[src/sdm_pkg.sv]
// Constants for the servo drive digital input and output function map.
// Assumes a 125 MHz system clock and a 32-bit classic Wishbone register port.
package sdm_pkg;

	// Clock and timing.
	localparam int unsigned CLK_HZ = 125_000_000;
	localparam int unsigned TICK_HZ = 1000;
	localparam int unsigned TICK_CYCLES = CLK_HZ / TICK_HZ;

	// Pin counts and code widths.
	localparam int unsigned DI_PINS = 8;
	localparam int unsigned DO_PINS = 5;
	localparam int unsigned CODE_W = 6;
	localparam int unsigned NCODES = 64;
	localparam int unsigned FAULTS = 8;
	localparam int unsigned WARN_FAULTS = 5;

	// Register byte offsets.
	localparam logic [7:0] OFS_CTRL = 8'h00;
	localparam logic [7:0] OFS_DI_MAP0 = 8'h04;
	localparam logic [7:0] OFS_DI_MAP1 = 8'h08;
	localparam logic [7:0] OFS_DO_MAP = 8'h0C;
	localparam logic [7:0] OFS_POLARITY = 8'h10;
	localparam logic [7:0] OFS_THRESH = 8'h14;
	localparam logic [7:0] OFS_CMD_DELAY = 8'h18;
	localparam logic [7:0] OFS_CLR_MASK = 8'h1C;
	localparam logic [7:0] OFS_STATUS = 8'h20;
	localparam logic [7:0] OFS_FAULTS = 8'h24;

	// Reset values.
	localparam logic [31:0] RST_CTRL = 32'h0000_0000;
	localparam logic [31:0] RST_DI_MAP0 = 32'h0805_0402;
	localparam logic [31:0] RST_DI_MAP1 = 32'h0E0D_0C0B;
	localparam logic [31:0] RST_DI_MAP0_PIN0 = 32'h0000_0001;
	localparam logic [31:0] RST_DO_MAP = 32'h0C2C_7144;
	localparam logic [31:0] RST_POLARITY = 32'h0000_0000;
	localparam logic [31:0] RST_THRESH = 32'h0064_000A;
	localparam logic [31:0] RST_CMD_DELAY = 32'h0000_0000;
	localparam logic [31:0] RST_CLR_MASK = 32'h0000_00FF;

	// Field positions.
	localparam int unsigned CTRL_MODE_LSB = 0;
	localparam int unsigned CTRL_PCLR_LSB = 4;
	localparam int unsigned POL_DO_LSB = 16;
	localparam int unsigned THR_OL_LSB = 16;

	// Control modes.
	localparam logic [3:0] MODE_PT = 4'h0;
	localparam logic [3:0] MODE_PR = 4'h1;
	localparam logic [3:0] MODE_S = 4'h2;
	localparam logic [3:0] MODE_T = 4'h3;
	localparam logic [3:0] MODE_SZ = 4'h4;
	localparam logic [3:0] MODE_TZ = 4'h5;
	localparam logic [3:0] MODE_PT_S = 4'h6;
	localparam logic [3:0] MODE_PT_T = 4'h7;
	localparam logic [3:0] MODE_PR_S = 4'h8;
	localparam logic [3:0] MODE_PR_T = 4'h9;
	localparam logic [3:0] MODE_S_T = 4'hA;

	// Input function codes.
	localparam logic [5:0] DI_SERVO_ON = 6'h01;
	localparam logic [5:0] DI_ALARM_RESET = 6'h02;
	localparam logic [5:0] DI_PULSE_CLEAR = 6'h04;
	localparam logic [5:0] DI_ZERO_CLAMP = 6'h05;
	localparam logic [5:0] DI_CMD_INVERT = 6'h06;
	localparam logic [5:0] DI_HOLD = 6'h07;
	localparam logic [5:0] DI_CMD_TRIGGER = 6'h08;
	localparam logic [5:0] DI_TORQUE_LIM = 6'h09;
	localparam logic [5:0] DI_SPEED_LIM = 6'h0A;
	localparam logic [5:0] DI_POS_SEL0 = 6'h0B;
	localparam logic [5:0] DI_POS_SEL1 = 6'h0C;
	localparam logic [5:0] DI_POS_SEL2 = 6'h0D;
	localparam logic [5:0] DI_SPEED_SEL0 = 6'h0E;
	localparam logic [5:0] DI_SPEED_SEL1 = 6'h0F;
	localparam logic [5:0] DI_HOME_SENSOR = 6'h18;

	// Output function codes.
	localparam logic [5:0] DO_SPEED_OR_HOME = 6'h04;
	localparam logic [5:0] DO_INPOS_OR_BRAKE = 6'h05;
	localparam logic [5:0] DO_ALARM = 6'h07;
	localparam logic [5:0] DO_BRAKE = 6'h08;
	localparam logic [5:0] DO_HOME = 6'h09;
	localparam logic [5:0] DO_OVERLOAD = 6'h0A;
	localparam logic [5:0] DO_WARN = 6'h0B;
	localparam logic [5:0] DO_CMD_DONE = 6'h0C;

	// Command-complete sequencer.
	typedef enum logic [3:0] {
		CD_IDLE = 4'b0001,
		CD_MOVE = 4'b0010,
		CD_WAIT = 4'b0100,
		CD_DONE = 4'b1000
	} sdm_cmd_e;

endpackage

[src/sdm_top.sv]
// Digital input and output function map of a servo drive, with a Wishbone register port.
// Assumes DI_I comes from pins; all other drive-side inputs are on CLK_I.
`timescale 1ns/10ps

module sdm_top #(
	parameter int unsigned TICK_CYCLES = sdm_pkg::TICK_CYCLES
) (
	// Clock and reset.
	input wire logic CLK_I,
	input wire logic RST_I,
	// Wishbone slave.
	input wire logic [7:0] ADR_I,
	input wire logic [31:0] DAT_I,
	input wire logic [3:0] SEL_I,
	input wire logic WE_I,
	input wire logic CYC_I,
	input wire logic STB_I,
	output logic [31:0] DAT_O,
	output logic ACK_O,
	// Digital pins.
	input wire logic [7:0] DI_I,
	output logic [4:0] DO_O,
	// Drive state.
	input wire logic [7:0] FAULT_I,
	input wire logic BRAKE_REQ_I,
	input wire logic HOME_COND_I,
	input wire logic TARGET_SPEED_I,
	input wire logic IN_POSITION_I,
	input wire logic [15:0] MOTOR_SPEED_I,
	input wire logic [7:0] MOTOR_LOAD_I,
	input wire logic MOVE_DONE_I,
	// Drive commands.
	output logic SERVO_READY_O,
	output logic POS_CLEAR_O,
	output logic [1:0] POS_CLEAR_MODE_O,
	output logic ZERO_HOLD_O,
	output logic DIR_INVERT_O,
	output logic MOVE_HOLD_O,
	output logic MOVE_START_O,
	output logic [2:0] MOVE_INDEX_O,
	output logic TORQUE_LIMIT_EN_O,
	output logic SPEED_LIMIT_EN_O,
	output logic [1:0] SPEED_SRC_O
);

	////////////////////////////////////////////////////////////////////////////////
	// Register bus.

	logic [31:0] ctrl_reg, di_map0_reg, di_map1_reg, do_map_reg, polarity_reg;
	logic [31:0] thresh_reg, cmd_delay_reg, clr_mask_reg;
	logic [31:0] dat_reg;
	logic ack_reg;
	logic [31:0] status_word;
	logic [7:0] fault_reg;

	function automatic logic [31:0] merge(input logic [31:0] old, input logic [31:0] wdat,
		input logic [3:0] sel);
		logic [31:0] res;
		res = old;
		for (int b = 0; b < 4; b++) begin
			if (sel[b]) begin
				res[b*8 +: 8] = wdat[b*8 +: 8];
			end
		end
		return res;
	endfunction

	wire bus_req = CYC_I && STB_I && !ack_reg;
	wire bus_wr = bus_req && WE_I;
	wire wr_ctrl = bus_wr && (ADR_I == sdm_pkg::OFS_CTRL);
	wire wr_di0 = bus_wr && (ADR_I == sdm_pkg::OFS_DI_MAP0);
	wire wr_di1 = bus_wr && (ADR_I == sdm_pkg::OFS_DI_MAP1);
	wire wr_do = bus_wr && (ADR_I == sdm_pkg::OFS_DO_MAP);
	wire wr_pol = bus_wr && (ADR_I == sdm_pkg::OFS_POLARITY);
	wire wr_thr = bus_wr && (ADR_I == sdm_pkg::OFS_THRESH);
	wire wr_dly = bus_wr && (ADR_I == sdm_pkg::OFS_CMD_DELAY);
	wire wr_msk = bus_wr && (ADR_I == sdm_pkg::OFS_CLR_MASK);

	// Unmapped addresses are acknowledged, read as zero and ignore writes.
	wire [31:0] rd_mux =
		(ADR_I == sdm_pkg::OFS_CTRL) ? ctrl_reg :
		(ADR_I == sdm_pkg::OFS_DI_MAP0) ? di_map0_reg :
		(ADR_I == sdm_pkg::OFS_DI_MAP1) ? di_map1_reg :
		(ADR_I == sdm_pkg::OFS_DO_MAP) ? do_map_reg :
		(ADR_I == sdm_pkg::OFS_POLARITY) ? polarity_reg :
		(ADR_I == sdm_pkg::OFS_THRESH) ? thresh_reg :
		(ADR_I == sdm_pkg::OFS_CMD_DELAY) ? cmd_delay_reg :
		(ADR_I == sdm_pkg::OFS_CLR_MASK) ? clr_mask_reg :
		(ADR_I == sdm_pkg::OFS_STATUS) ? status_word :
		(ADR_I == sdm_pkg::OFS_FAULTS) ? {24'h00_0000, fault_reg} : 32'h0000_0000;

	always_ff @(posedge CLK_I) begin
		if (RST_I) begin
			ack_reg <= 1'b0;
			dat_reg <= 32'h0000_0000;
		end else begin
			ack_reg <= bus_req;
			dat_reg <= bus_req ? rd_mux : 32'h0000_0000;
		end
	end

	always_ff @(posedge CLK_I) begin
		if (RST_I) begin
			ctrl_reg <= sdm_pkg::RST_CTRL;
			di_map0_reg <= {sdm_pkg::RST_DI_MAP0[31:8], sdm_pkg::RST_DI_MAP0_PIN0[7:0]};
			di_map1_reg <= sdm_pkg::RST_DI_MAP1;
			do_map_reg <= sdm_pkg::RST_DO_MAP;
			polarity_reg <= sdm_pkg::RST_POLARITY;
			thresh_reg <= sdm_pkg::RST_THRESH;
			cmd_delay_reg <= sdm_pkg::RST_CMD_DELAY;
			clr_mask_reg <= sdm_pkg::RST_CLR_MASK;
		end else begin
			if (wr_ctrl) ctrl_reg <= merge(ctrl_reg, DAT_I, SEL_I);
			if (wr_di0) di_map0_reg <= merge(di_map0_reg, DAT_I, SEL_I);
			if (wr_di1) di_map1_reg <= merge(di_map1_reg, DAT_I, SEL_I);
			if (wr_do) do_map_reg <= merge(do_map_reg, DAT_I, SEL_I);
			if (wr_pol) polarity_reg <= merge(polarity_reg, DAT_I, SEL_I);
			if (wr_thr) thresh_reg <= merge(thresh_reg, DAT_I, SEL_I);
			if (wr_dly) cmd_delay_reg <= merge(cmd_delay_reg, DAT_I, SEL_I);
			if (wr_msk) clr_mask_reg <= merge(clr_mask_reg, DAT_I, SEL_I);
		end
	end

	////////////////////////////////////////////////////////////////////////////////
	// Input pins: synchronise, apply polarity, route to functions.

	logic [7:0] di_meta_reg, di_sync_reg;

	always_ff @(posedge CLK_I) begin
		if (RST_I) begin
			di_meta_reg <= 8'h00;
			di_sync_reg <= 8'h00;
		end else begin
			di_meta_reg <= DI_I;
			di_sync_reg <= di_meta_reg;
		end
	end

	wire [7:0] di_level = di_sync_reg ^ polarity_reg[7:0];
	wire [63:0] di_map_all = {di_map1_reg, di_map0_reg};
	logic [63:0] di_func;

	// A function is active when any pin mapped to it is active.
	for (genvar f = 0; f < sdm_pkg::NCODES; f++) begin : g_di_func
		logic [7:0] hit;
		for (genvar p = 0; p < sdm_pkg::DI_PINS; p++) begin : g_pin
			assign hit[p] = di_level[p] && (di_map_all[p*8 +: 6] == 6'(f));
		end
		assign di_func[f] = |hit;
	end

	wire [3:0] mode = ctrl_reg[sdm_pkg::CTRL_MODE_LSB +: 4];
	wire mode_pt = (mode == sdm_pkg::MODE_PT) || (mode == sdm_pkg::MODE_PT_S) ||
		(mode == sdm_pkg::MODE_PT_T);
	wire mode_pr = (mode == sdm_pkg::MODE_PR) || (mode == sdm_pkg::MODE_PR_S) ||
		(mode == sdm_pkg::MODE_PR_T);
	wire mode_speed = (mode == sdm_pkg::MODE_S) || (mode == sdm_pkg::MODE_SZ) ||
		(mode == sdm_pkg::MODE_PT_S) || (mode == sdm_pkg::MODE_PR_S) ||
		(mode == sdm_pkg::MODE_S_T);
	wire mode_torque = (mode == sdm_pkg::MODE_T) || (mode == sdm_pkg::MODE_TZ) ||
		(mode == sdm_pkg::MODE_PT_T) || (mode == sdm_pkg::MODE_PR_T) ||
		(mode == sdm_pkg::MODE_S_T);
	wire mode_pos_only = (mode == sdm_pkg::MODE_PT) || (mode == sdm_pkg::MODE_PR);

	logic alarm_reset_in_d_reg, pclr_d_reg, trig_d_reg;
	wire alarm_reset_in_rise = di_func[sdm_pkg::DI_ALARM_RESET] && !alarm_reset_in_d_reg;
	wire pclr_rise = di_func[sdm_pkg::DI_PULSE_CLEAR] && !pclr_d_reg;
	wire trig_rise = di_func[sdm_pkg::DI_CMD_TRIGGER] && !trig_d_reg;
	wire [2:0] pos_code = {di_func[sdm_pkg::DI_POS_SEL2], di_func[sdm_pkg::DI_POS_SEL1],
		di_func[sdm_pkg::DI_POS_SEL0]};

	always_ff @(posedge CLK_I) begin
		if (RST_I) begin
			alarm_reset_in_d_reg <= 1'b0;
			pclr_d_reg <= 1'b0;
			trig_d_reg <= 1'b0;
		end else begin
			alarm_reset_in_d_reg <= di_func[sdm_pkg::DI_ALARM_RESET];
			pclr_d_reg <= di_func[sdm_pkg::DI_PULSE_CLEAR];
			trig_d_reg <= di_func[sdm_pkg::DI_CMD_TRIGGER];
		end
	end

	////////////////////////////////////////////////////////////////////////////////
	// Faults, warning and alarm.

	logic [7:0] fault_d_reg;
	logic warn_reg, alarm_reg;

	// Warning-class faults enter the latch from a delayed copy, so warning leads alarm.
	wire [7:0] fault_set = {FAULT_I[7:5], fault_d_reg[4:0]};
	wire [7:0] fault_clr = alarm_reset_in_rise ? clr_mask_reg[7:0] : 8'h00;
	wire [7:0] fault_next = (fault_reg & ~fault_clr) | fault_set;

	always_ff @(posedge CLK_I) begin
		if (RST_I) begin
			fault_d_reg <= 8'h00;
			fault_reg <= 8'h00;
			warn_reg <= 1'b0;
			alarm_reg <= 1'b0;
		end else begin
			fault_d_reg <= FAULT_I;
			fault_reg <= fault_next;
			warn_reg <= |FAULT_I[4:0];
			alarm_reg <= |fault_reg;
		end
	end

	////////////////////////////////////////////////////////////////////////////////
	// Millisecond tick and command-complete sequencer.

	logic [31:0] tick_cnt_reg;
	logic tick_reg;
	logic [15:0] wait_cnt_reg;
	sdm_pkg::sdm_cmd_e cmd_state_reg, cmd_state_next;

	always_ff @(posedge CLK_I) begin
		if (RST_I) begin
			tick_cnt_reg <= 32'h0000_0000;
			tick_reg <= 1'b0;
		end else begin
			tick_reg <= (tick_cnt_reg == 32'(TICK_CYCLES - 1));
			tick_cnt_reg <= (tick_cnt_reg == 32'(TICK_CYCLES - 1)) ? 32'h0000_0000 :
				tick_cnt_reg + 32'h0000_0001;
		end
	end

	wire move_start = trig_rise && mode_pr && SERVO_READY_O;
	wire delay_over = (wait_cnt_reg >= cmd_delay_reg[15:0]);

	always_comb begin
		cmd_state_next = cmd_state_reg;
		unique case (cmd_state_reg)
			sdm_pkg::CD_IDLE: begin
				if (move_start) cmd_state_next = sdm_pkg::CD_MOVE;
			end
			sdm_pkg::CD_MOVE: begin
				if (MOVE_DONE_I) cmd_state_next = sdm_pkg::CD_WAIT;
			end
			sdm_pkg::CD_WAIT: begin
				if (move_start) cmd_state_next = sdm_pkg::CD_MOVE;
				else if (delay_over) cmd_state_next = sdm_pkg::CD_DONE;
			end
			sdm_pkg::CD_DONE: begin
				if (move_start) cmd_state_next = sdm_pkg::CD_MOVE;
			end
		endcase
	end

	always_ff @(posedge CLK_I) begin
		if (RST_I) begin
			cmd_state_reg <= sdm_pkg::CD_IDLE;
			wait_cnt_reg <= 16'h0000;
		end else begin
			cmd_state_reg <= cmd_state_next;
			if (cmd_state_reg != sdm_pkg::CD_WAIT) wait_cnt_reg <= 16'h0000;
			else if (tick_reg && !delay_over) wait_cnt_reg <= wait_cnt_reg + 16'h0001;
		end
	end

	////////////////////////////////////////////////////////////////////////////////
	// Output functions and pin routing.

	logic home_reg, overload_reg, done_reg, brake_reg;
	logic [63:0] do_func;

	always_comb begin
		do_func = 64'h0;
		do_func[sdm_pkg::DO_ALARM] = alarm_reg;
		do_func[sdm_pkg::DO_WARN] = warn_reg;
		do_func[sdm_pkg::DO_BRAKE] = brake_reg;
		do_func[sdm_pkg::DO_HOME] = home_reg;
		do_func[sdm_pkg::DO_OVERLOAD] = overload_reg;
		do_func[sdm_pkg::DO_CMD_DONE] = done_reg;
		do_func[sdm_pkg::DO_SPEED_OR_HOME] = mode_pos_only ? home_reg : TARGET_SPEED_I;
		do_func[sdm_pkg::DO_INPOS_OR_BRAKE] = (mode_pt || mode_pr) ? IN_POSITION_I :
			brake_reg;
	end

	logic [4:0] do_pin_reg;
	logic [4:0] do_pin_next;

	for (genvar p = 0; p < sdm_pkg::DO_PINS; p++) begin : g_do_pin
		assign do_pin_next[p] = do_func[do_map_reg[p*6 +: 6]] ^
			polarity_reg[sdm_pkg::POL_DO_LSB + p];
	end

	always_ff @(posedge CLK_I) begin
		if (RST_I) begin
			home_reg <= 1'b0;
			overload_reg <= 1'b0;
			done_reg <= 1'b0;
			brake_reg <= 1'b0;
			do_pin_reg <= 5'h00;
		end else begin
			home_reg <= di_func[sdm_pkg::DI_HOME_SENSOR] && HOME_COND_I &&
				mode_pos_only;
			overload_reg <= (MOTOR_LOAD_I >= thresh_reg[sdm_pkg::THR_OL_LSB +: 8]);
			done_reg <= (cmd_state_reg == sdm_pkg::CD_DONE);
			brake_reg <= BRAKE_REQ_I;
			do_pin_reg <= do_pin_next;
		end
	end

	////////////////////////////////////////////////////////////////////////////////
	// Drive commands.

	logic ready_reg, pclr_reg, zhold_reg, inv_reg, hold_reg, start_reg, tlim_reg, slim_reg;
	logic [2:0] index_reg;
	logic [1:0] ssrc_reg;

	always_ff @(posedge CLK_I) begin
		if (RST_I) begin
			ready_reg <= 1'b0;
			pclr_reg <= 1'b0;
			zhold_reg <= 1'b0;
			inv_reg <= 1'b0;
			hold_reg <= 1'b0;
			start_reg <= 1'b0;
			index_reg <= 3'h0;
			tlim_reg <= 1'b0;
			slim_reg <= 1'b0;
			ssrc_reg <= 2'h0;
		end else begin
			ready_reg <= di_func[sdm_pkg::DI_SERVO_ON] && !(|fault_reg);
			pclr_reg <= pclr_rise && mode_pt;
			zhold_reg <= di_func[sdm_pkg::DI_ZERO_CLAMP] &&
				(MOTOR_SPEED_I < thresh_reg[15:0]);
			inv_reg <= di_func[sdm_pkg::DI_CMD_INVERT];
			hold_reg <= di_func[sdm_pkg::DI_HOLD] && mode_pr;
			start_reg <= move_start;
			if (move_start) index_reg <= pos_code;
			tlim_reg <= di_func[sdm_pkg::DI_TORQUE_LIM] && mode_speed;
			slim_reg <= di_func[sdm_pkg::DI_SPEED_LIM] && mode_torque;
			ssrc_reg <= {di_func[sdm_pkg::DI_SPEED_SEL1], di_func[sdm_pkg::DI_SPEED_SEL0]};
		end
	end

	assign status_word = {15'h0000, cmd_state_reg, ssrc_reg, index_reg, done_reg,
		overload_reg, home_reg, brake_reg, warn_reg, alarm_reg, ready_reg, hold_reg};

	assign DAT_O = dat_reg;
	assign ACK_O = ack_reg;
	assign DO_O = do_pin_reg;
	assign SERVO_READY_O = ready_reg;
	assign POS_CLEAR_O = pclr_reg;
	assign POS_CLEAR_MODE_O = ctrl_reg[sdm_pkg::CTRL_PCLR_LSB +: 2];
	assign ZERO_HOLD_O = zhold_reg;
	assign DIR_INVERT_O = inv_reg;
	assign MOVE_HOLD_O = hold_reg;
	assign MOVE_START_O = start_reg;
	assign MOVE_INDEX_O = index_reg;
	assign TORQUE_LIMIT_EN_O = tlim_reg;
	assign SPEED_LIMIT_EN_O = slim_reg;
	assign SPEED_SRC_O = ssrc_reg;

endmodule

[config.mk]
export PLATFORM = sky130hd
export DESIGN_NAME = sdm_top
export DESIGN_NICKNAME = d
export VERILOG_FILES = /design/src/sdm_pkg.sv /design/src/sdm_top.sv
export SDC_FILE = /design/constraint.sdc
export NUM_CORES = 1
export LEC_CHECK = 0
export ABC_AREA = 1
export ABC_CLOCK_PERIOD_IN_PS = 2100
export BUFFER_PORTS_ARGS = -buffer_cell sky130_fd_sc_hd__buf_2
export CELL_PAD_IN_SITES_DETAIL_PLACEMENT = 1
export CELL_PAD_IN_SITES_GLOBAL_PLACEMENT = 1
export CORE_MARGIN = 3
export CORE_UTILIZATION = 44
export CTS_CLUSTER_DIAMETER = 150
export DETAILED_ROUTE_END_ITERATION = 10
export PLACE_DENSITY = 0.89
export SKIP_CTS_REPAIR_TIMING = 1
export SLEW_MARGIN = 20
export SYNTH_ARGS = -nofsm -noshare
export SYNTH_HDL_FRONTEND = slang
export SYNTH_SLANG_ARGS = --single-unit
[constraint.sdc]
create_clock -name CLK_I -period 2.1 [get_ports CLK_I]
set_clock_uncertainty 0.1 [all_clocks]
set_input_delay 0.105 -clock CLK_I [delete_from_list [all_inputs] [get_ports CLK_I]]
set_output_delay 0.105 -clock CLK_I [all_outputs]
set_load 0.01 [all_outputs]
=== Word-level counts from Yosys, hierarchy flattened ===
Index checks and enable logic that the tools add are counted.

* $add $sub $neg: 2
* Magnitude comparators: 8
* Equal/unequal tests: 148
* Muxes and demuxes: 28
* Bitwise gates (word level): 10
* Reductions and logical operators: 221

{| class="wikitable"
|+ Operators with widths
! kind !! number
|-
| $eq 6x4->1 const B || 64
|-
| $mux 32 || 8
|-
| $eq 6x3->1 const B || 32
|-
| $logic_and 1x1->1 || 145
|-
| $reduce_or 8->1 || 16
|-
| $reduce_and 2->1 || 32
|-
| $eq 6x1->1 const B || 8
|-
| $eq 6x2->1 const B || 8
|-
| $eq 6x5->1 const B || 8
|-
| $lt 6x7->1 const B || 5
|-
| $add 32x1->32 const B || 1
|-
| $eq 32x17->1 const B || 1
|-
| $eq 8x5->1 const B || 4
|-
| $bmux 1 s6 || 5
|-
| $eq 4x3->1 const B || 5
|-
| $mux 17 || 1
|-
| $add 16x1->16 const B || 1
|-
| $eq 4x4->1 const B || 4
|-
| $eq 8x4->1 const B || 2
|-
| $eq 8x6->1 const B || 2
|-
| $ge 16x16->1 || 1
|-
| $lt 16x16->1 || 1
|-
| $mux 4 || 4
|-
| $mux 8 || 2
|-
| other kinds (23) || 57
|}

* Register bits: 398
* Input bits: 94
* Output and inout port bits: 53
* Logic and storage cells: 479

=== Depth between registers and ports, before layout ===
* Depth in word-level cells: 11
* Mapped depth: 17

=== Worst setup path before layout ===
OpenSTA, ideal clock, no wires.

* Path kind: flip-flop to flip-flop
* Start point: reg cmd_delay_reg[7]
* End point: reg wait_cnt_reg[13]
* Arrival: 1.789 ns
* Path slack: 0.141 ns
* Stages on the path, launching flop included: 14
* Path buffers: 1
* Cells stage by stage: dfxtp_1 -> inv_1 -> ha_1 -> a21o_1 -> nor2_1 -> nand2_1 -> nand2_1 -> nand2_1 -> nor2_1 -> nand2_1 -> inv_1 -> buf_2 -> o21ai_0 -> a21oi_1

* Word-level cells in the longest chain between the ends: 3

{| class="wikitable"
|+ RTL lines
! item !! RTL line !! text
|-
| from (decl) || sdm_top.sv:50 || <nowiki>logic [31:0] thresh_reg, cmd_delay_reg, clr_mask_reg;</nowiki>
|-
| from (signal assigned) || sdm_top.sv:110 || <nowiki>cmd_delay_reg <= sdm_pkg::RST_CMD_DELAY;</nowiki>
|-
| from (signal assigned) || sdm_top.sv:119 || <nowiki>if (wr_dly) cmd_delay_reg <= merge(cmd_delay_reg, DAT_I, SEL_I);</nowiki>
|-
| $ge 16x16->1 || sdm_top.sv:229 || <nowiki>wire delay_over = (wait_cnt_reg >= cmd_delay_reg[15:0]);</nowiki>
|-
| $logic_not 1->1 || sdm_top.sv:257 || <nowiki>else if (tick_reg && !delay_over) wait_cnt_reg <= wait_cnt_reg + 16'h0001;</nowiki>
|-
| $logic_and 1x1->1 || sdm_top.sv:257 ||
|-
| to (signal assigned) || sdm_top.sv:257 ||
|-
| to (decl) || sdm_top.sv:214 || <nowiki>logic [15:0] wait_cnt_reg;</nowiki>
|}

Every way passes these cells.
A chain may end at the register's enable or synchronous reset.

=== Final worst setup path ===
* Start point: reg cmd_delay_reg[1]
* End point: reg wait_cnt_reg[9]

The elaborated chain is that of the path after synthesis.

==> results.toml <==
[floorplanning]
row_count = 75
core_um2 = 42420
start_util = 0.4513
io_pins = 147
die_h_um = 214.6
die_x_um = 214.6
die-area_um2 = 46050

[run]
maxCapViolations = 0

[min_path]
min_path_cells = 5
hold_end = "ZERO_HOLD_O$_SDFF_PP0_"
min_path_type = "input port to register"
min_from = "MOTOR_SPEED_I[10]"

[global_route]
grt_overflow = 0
grt_usage = 0.3433
first_global_vias = 22190
grt_max_degree = 94
grt_pass1_wl_um = 125800
antenna_found_initial = 8

[timing]
post-route-min-period_ps = 2228
setup_viol = 22
min_period_over_period = 1.061
timing.hold.ws_ps = -27.35
slew_violations = 0
hold_violations = 1
max_slew_margin = 0.4803
finalWorstSetupSlack_ps = -127.7
worst_pin_slew_ps = 772.4
tns_ps = -1475
fmax_mhz = 448.9

[final_layout]
stdcell_area_um2 = 24560
nNetsFinal = 3220
fillCellCount = 5414
final_layout_size_suffix_gt1_frac = 0.1841
regArea_um2 = 7994
multi_input_area_um2 = 9612
layout_common_cells = "nand2_1 (405), inv_1 (394), dfxtp_1 (377), a21oi_1 (343), o21ai_0 (300)"
areaGrowthSynthToFinish_pct = 28.32
final_common_cell = "nand2_1"
post-route-util = 0.5791

[yosys]
ys_seq_area_frac = 0.4162
syn_inst = 2740
async_flop_share = 0
synth_area_leader_cell = "dfxtp_1"
netlist_area_um2 = 19140
synthFlopType = "dfxtp_1"
syn_avg_cell_area_um2 = 6.987
synth.net_count = 2875
synth_cell_types = 47
synth_area_leaders = "dfxtp_1 (42%), a21oi_1 (9.2%), nand2_1 (8.2%)"
synth-seq-cells = 398
synth_enable_flop_cells = 0
yosys_warnings = 0
yosysTopAreaCellShare = 0.4162

[cts]
cts_tree = "built"
numCtsBuffers = 46
insertion_delay_ps = 600
htreeDepth = 2
cts_buffer_depth = 3
root_buffer = "clkbuf_16"
clk_pin_slew_ps = 70
cts_sinks = 398

[setup_path]
r2r_start = "cmd_delay_reg[1]$_SDFFE_PP0P_"
criticalPathCategory = "register to register"
end_kind = "register"
cp_max_fo = 8
reg2reg_slack_ps = -130
critPathRequiredTime_ps = 2500
arrival_ps = 2630
r2r_end = "wait_cnt_reg[9]$_SDFFE_PP0P_"
reg2reg_depth = 16
start_kind = "register"

[placed_design]
hpwlAfterDp_um = 60010
gp_congestion = 0.9888
numPortBuffers = 146
placed_area_um2 = 21700

[route]
routed-via-count = 22490
firstDrtPassIters = 6
wl_per_cell_um = 24.70
via_per_inst = 6.073
drt_iter0_drc = 2331
drcViolationCount = 0
routed_wl_um = 91480
antenna_left = 0

[pwr]
p_leak_nw = 10.01
total_power_w = 0.01767
ir_drop_v = 0.0009898
power_density_nw_per_um2 = 719.3

[run_status]
violations = "negative hold slack, negative setup slack"
outcome = "complete, but fails checks"
## per-stage QoR
step	hold WS [ps]	setup WS (ps)	instances
finish	-27.35	-127.7	3704
global route	13.78	-203.1	3703
CTS	-397.9	-161.1	3624
detailed placement	216.9	-168.6	3538
global placement	205.3	-37.92	3538
floorplan	112.0	140.6	2740
## Yosys cell counts, drive strengths merged (2+ instances only)
cell / n
a21oi: 353
a221oi: 2
a31oi: 5
a41oi: 2
and2: 2
buf: 29
clkbuf: 72
dfxtp: 398
ha: 41
inv: 419
nand2: 426
nand3: 158
nand3b: 3
nand4: 48
nor2: 267
nor3: 47
nor3b: 10
nor4: 24
o2111ai: 15
o211ai: 44
o21ai: 312
o21bai: 2
o221ai: 5
o22ai: 28
o31ai: 4
or2: 5
xnor2: 5
xor2: 8
## final cells by class
cell class              count  share of cell area
clock buffers              65             0.05470
flip-flops and latches    398              0.3254
inverters                 419             0.06459
repair buffers            398              0.1229
clock inverters            21             0.01131
diodes                      4           0.0004075
well taps                 577             0.02939
multi-input cells        1822              0.3913
## worst max path at each step
stage / start / to / slack [ps] / cells after the start
global route: cmd_delay_reg[1]$_SDFFE_PP0P_ / wait_cnt_reg[9]$_SDFFE_PP0P_ / -200 / 16
detailed placement: ADR_I[7] / polarity_reg[10]$_SDFFE_PP0P_ / -170 / 9
finish: cmd_delay_reg[1]$_SDFFE_PP0P_ / wait_cnt_reg[9]$_SDFFE_PP0P_ / -130 / 16
CTS: cmd_delay_reg[13]$_SDFFE_PP0P_ / wait_cnt_reg[11]$_SDFFE_PP0P_ / -160 / 12
global placement: polarity_reg[7]$_SDFFE_PP0P_ / MOVE_INDEX_O[0]$_SDFFE_PP0P_ / -40 / 12
floorplan: cmd_delay_reg[7]$_SDFFE_PP0P_ / wait_cnt_reg[13]$_SDFFE_PP0P_ / 140 / 13
## worst max-delay path: stages (launching register included)
cell and delay, ps:
dfxtp_1 380, inv_2 90, ha_4 220, nand2_1 70, nand2_1 90, nand2_1 100, nand2_1 60, nand2_1 60
nand2_1 50, nand2_1 80, nand2_1 70, nor2_2 160, nand2_2 130, inv_4 100, buf_12 130, o21ai_0 90
a21oi_1 160
## kinds of logic (layout without fill, tap and decap cells)
kind of cell,after synthesis,in the layout,synth area share
AOI/OAI and AO/OA,776,776,0.2169
xor gates and xnor gates,13,13,0.005948
and+or+nand+nor,992,992,0.2298
other,0,4,0
adders and majority gates,41,41,0.02680
buffers and inverters,520,903,0.1043
DFF,398,398,0.4162
## where the power goes
part           internal, W  leakage [nW]  switching [W]
registers          0.00763          3.23      0.0000800
clock network      0.00512         0.786        0.00363
logic             0.000398          5.99       0.000817
total               0.0131          10.0        0.00453
## routing by layer
metal	vias to the layer above	wire, um	global-route usage
met5	-	32	0
met4	6	6330	0.1672
met3	426	8947	0.05555
met2	1338	42410	0.5688
met1	10900	33760	0.4362
li1	9827	-	-
(Power assumes the default switching activity.)
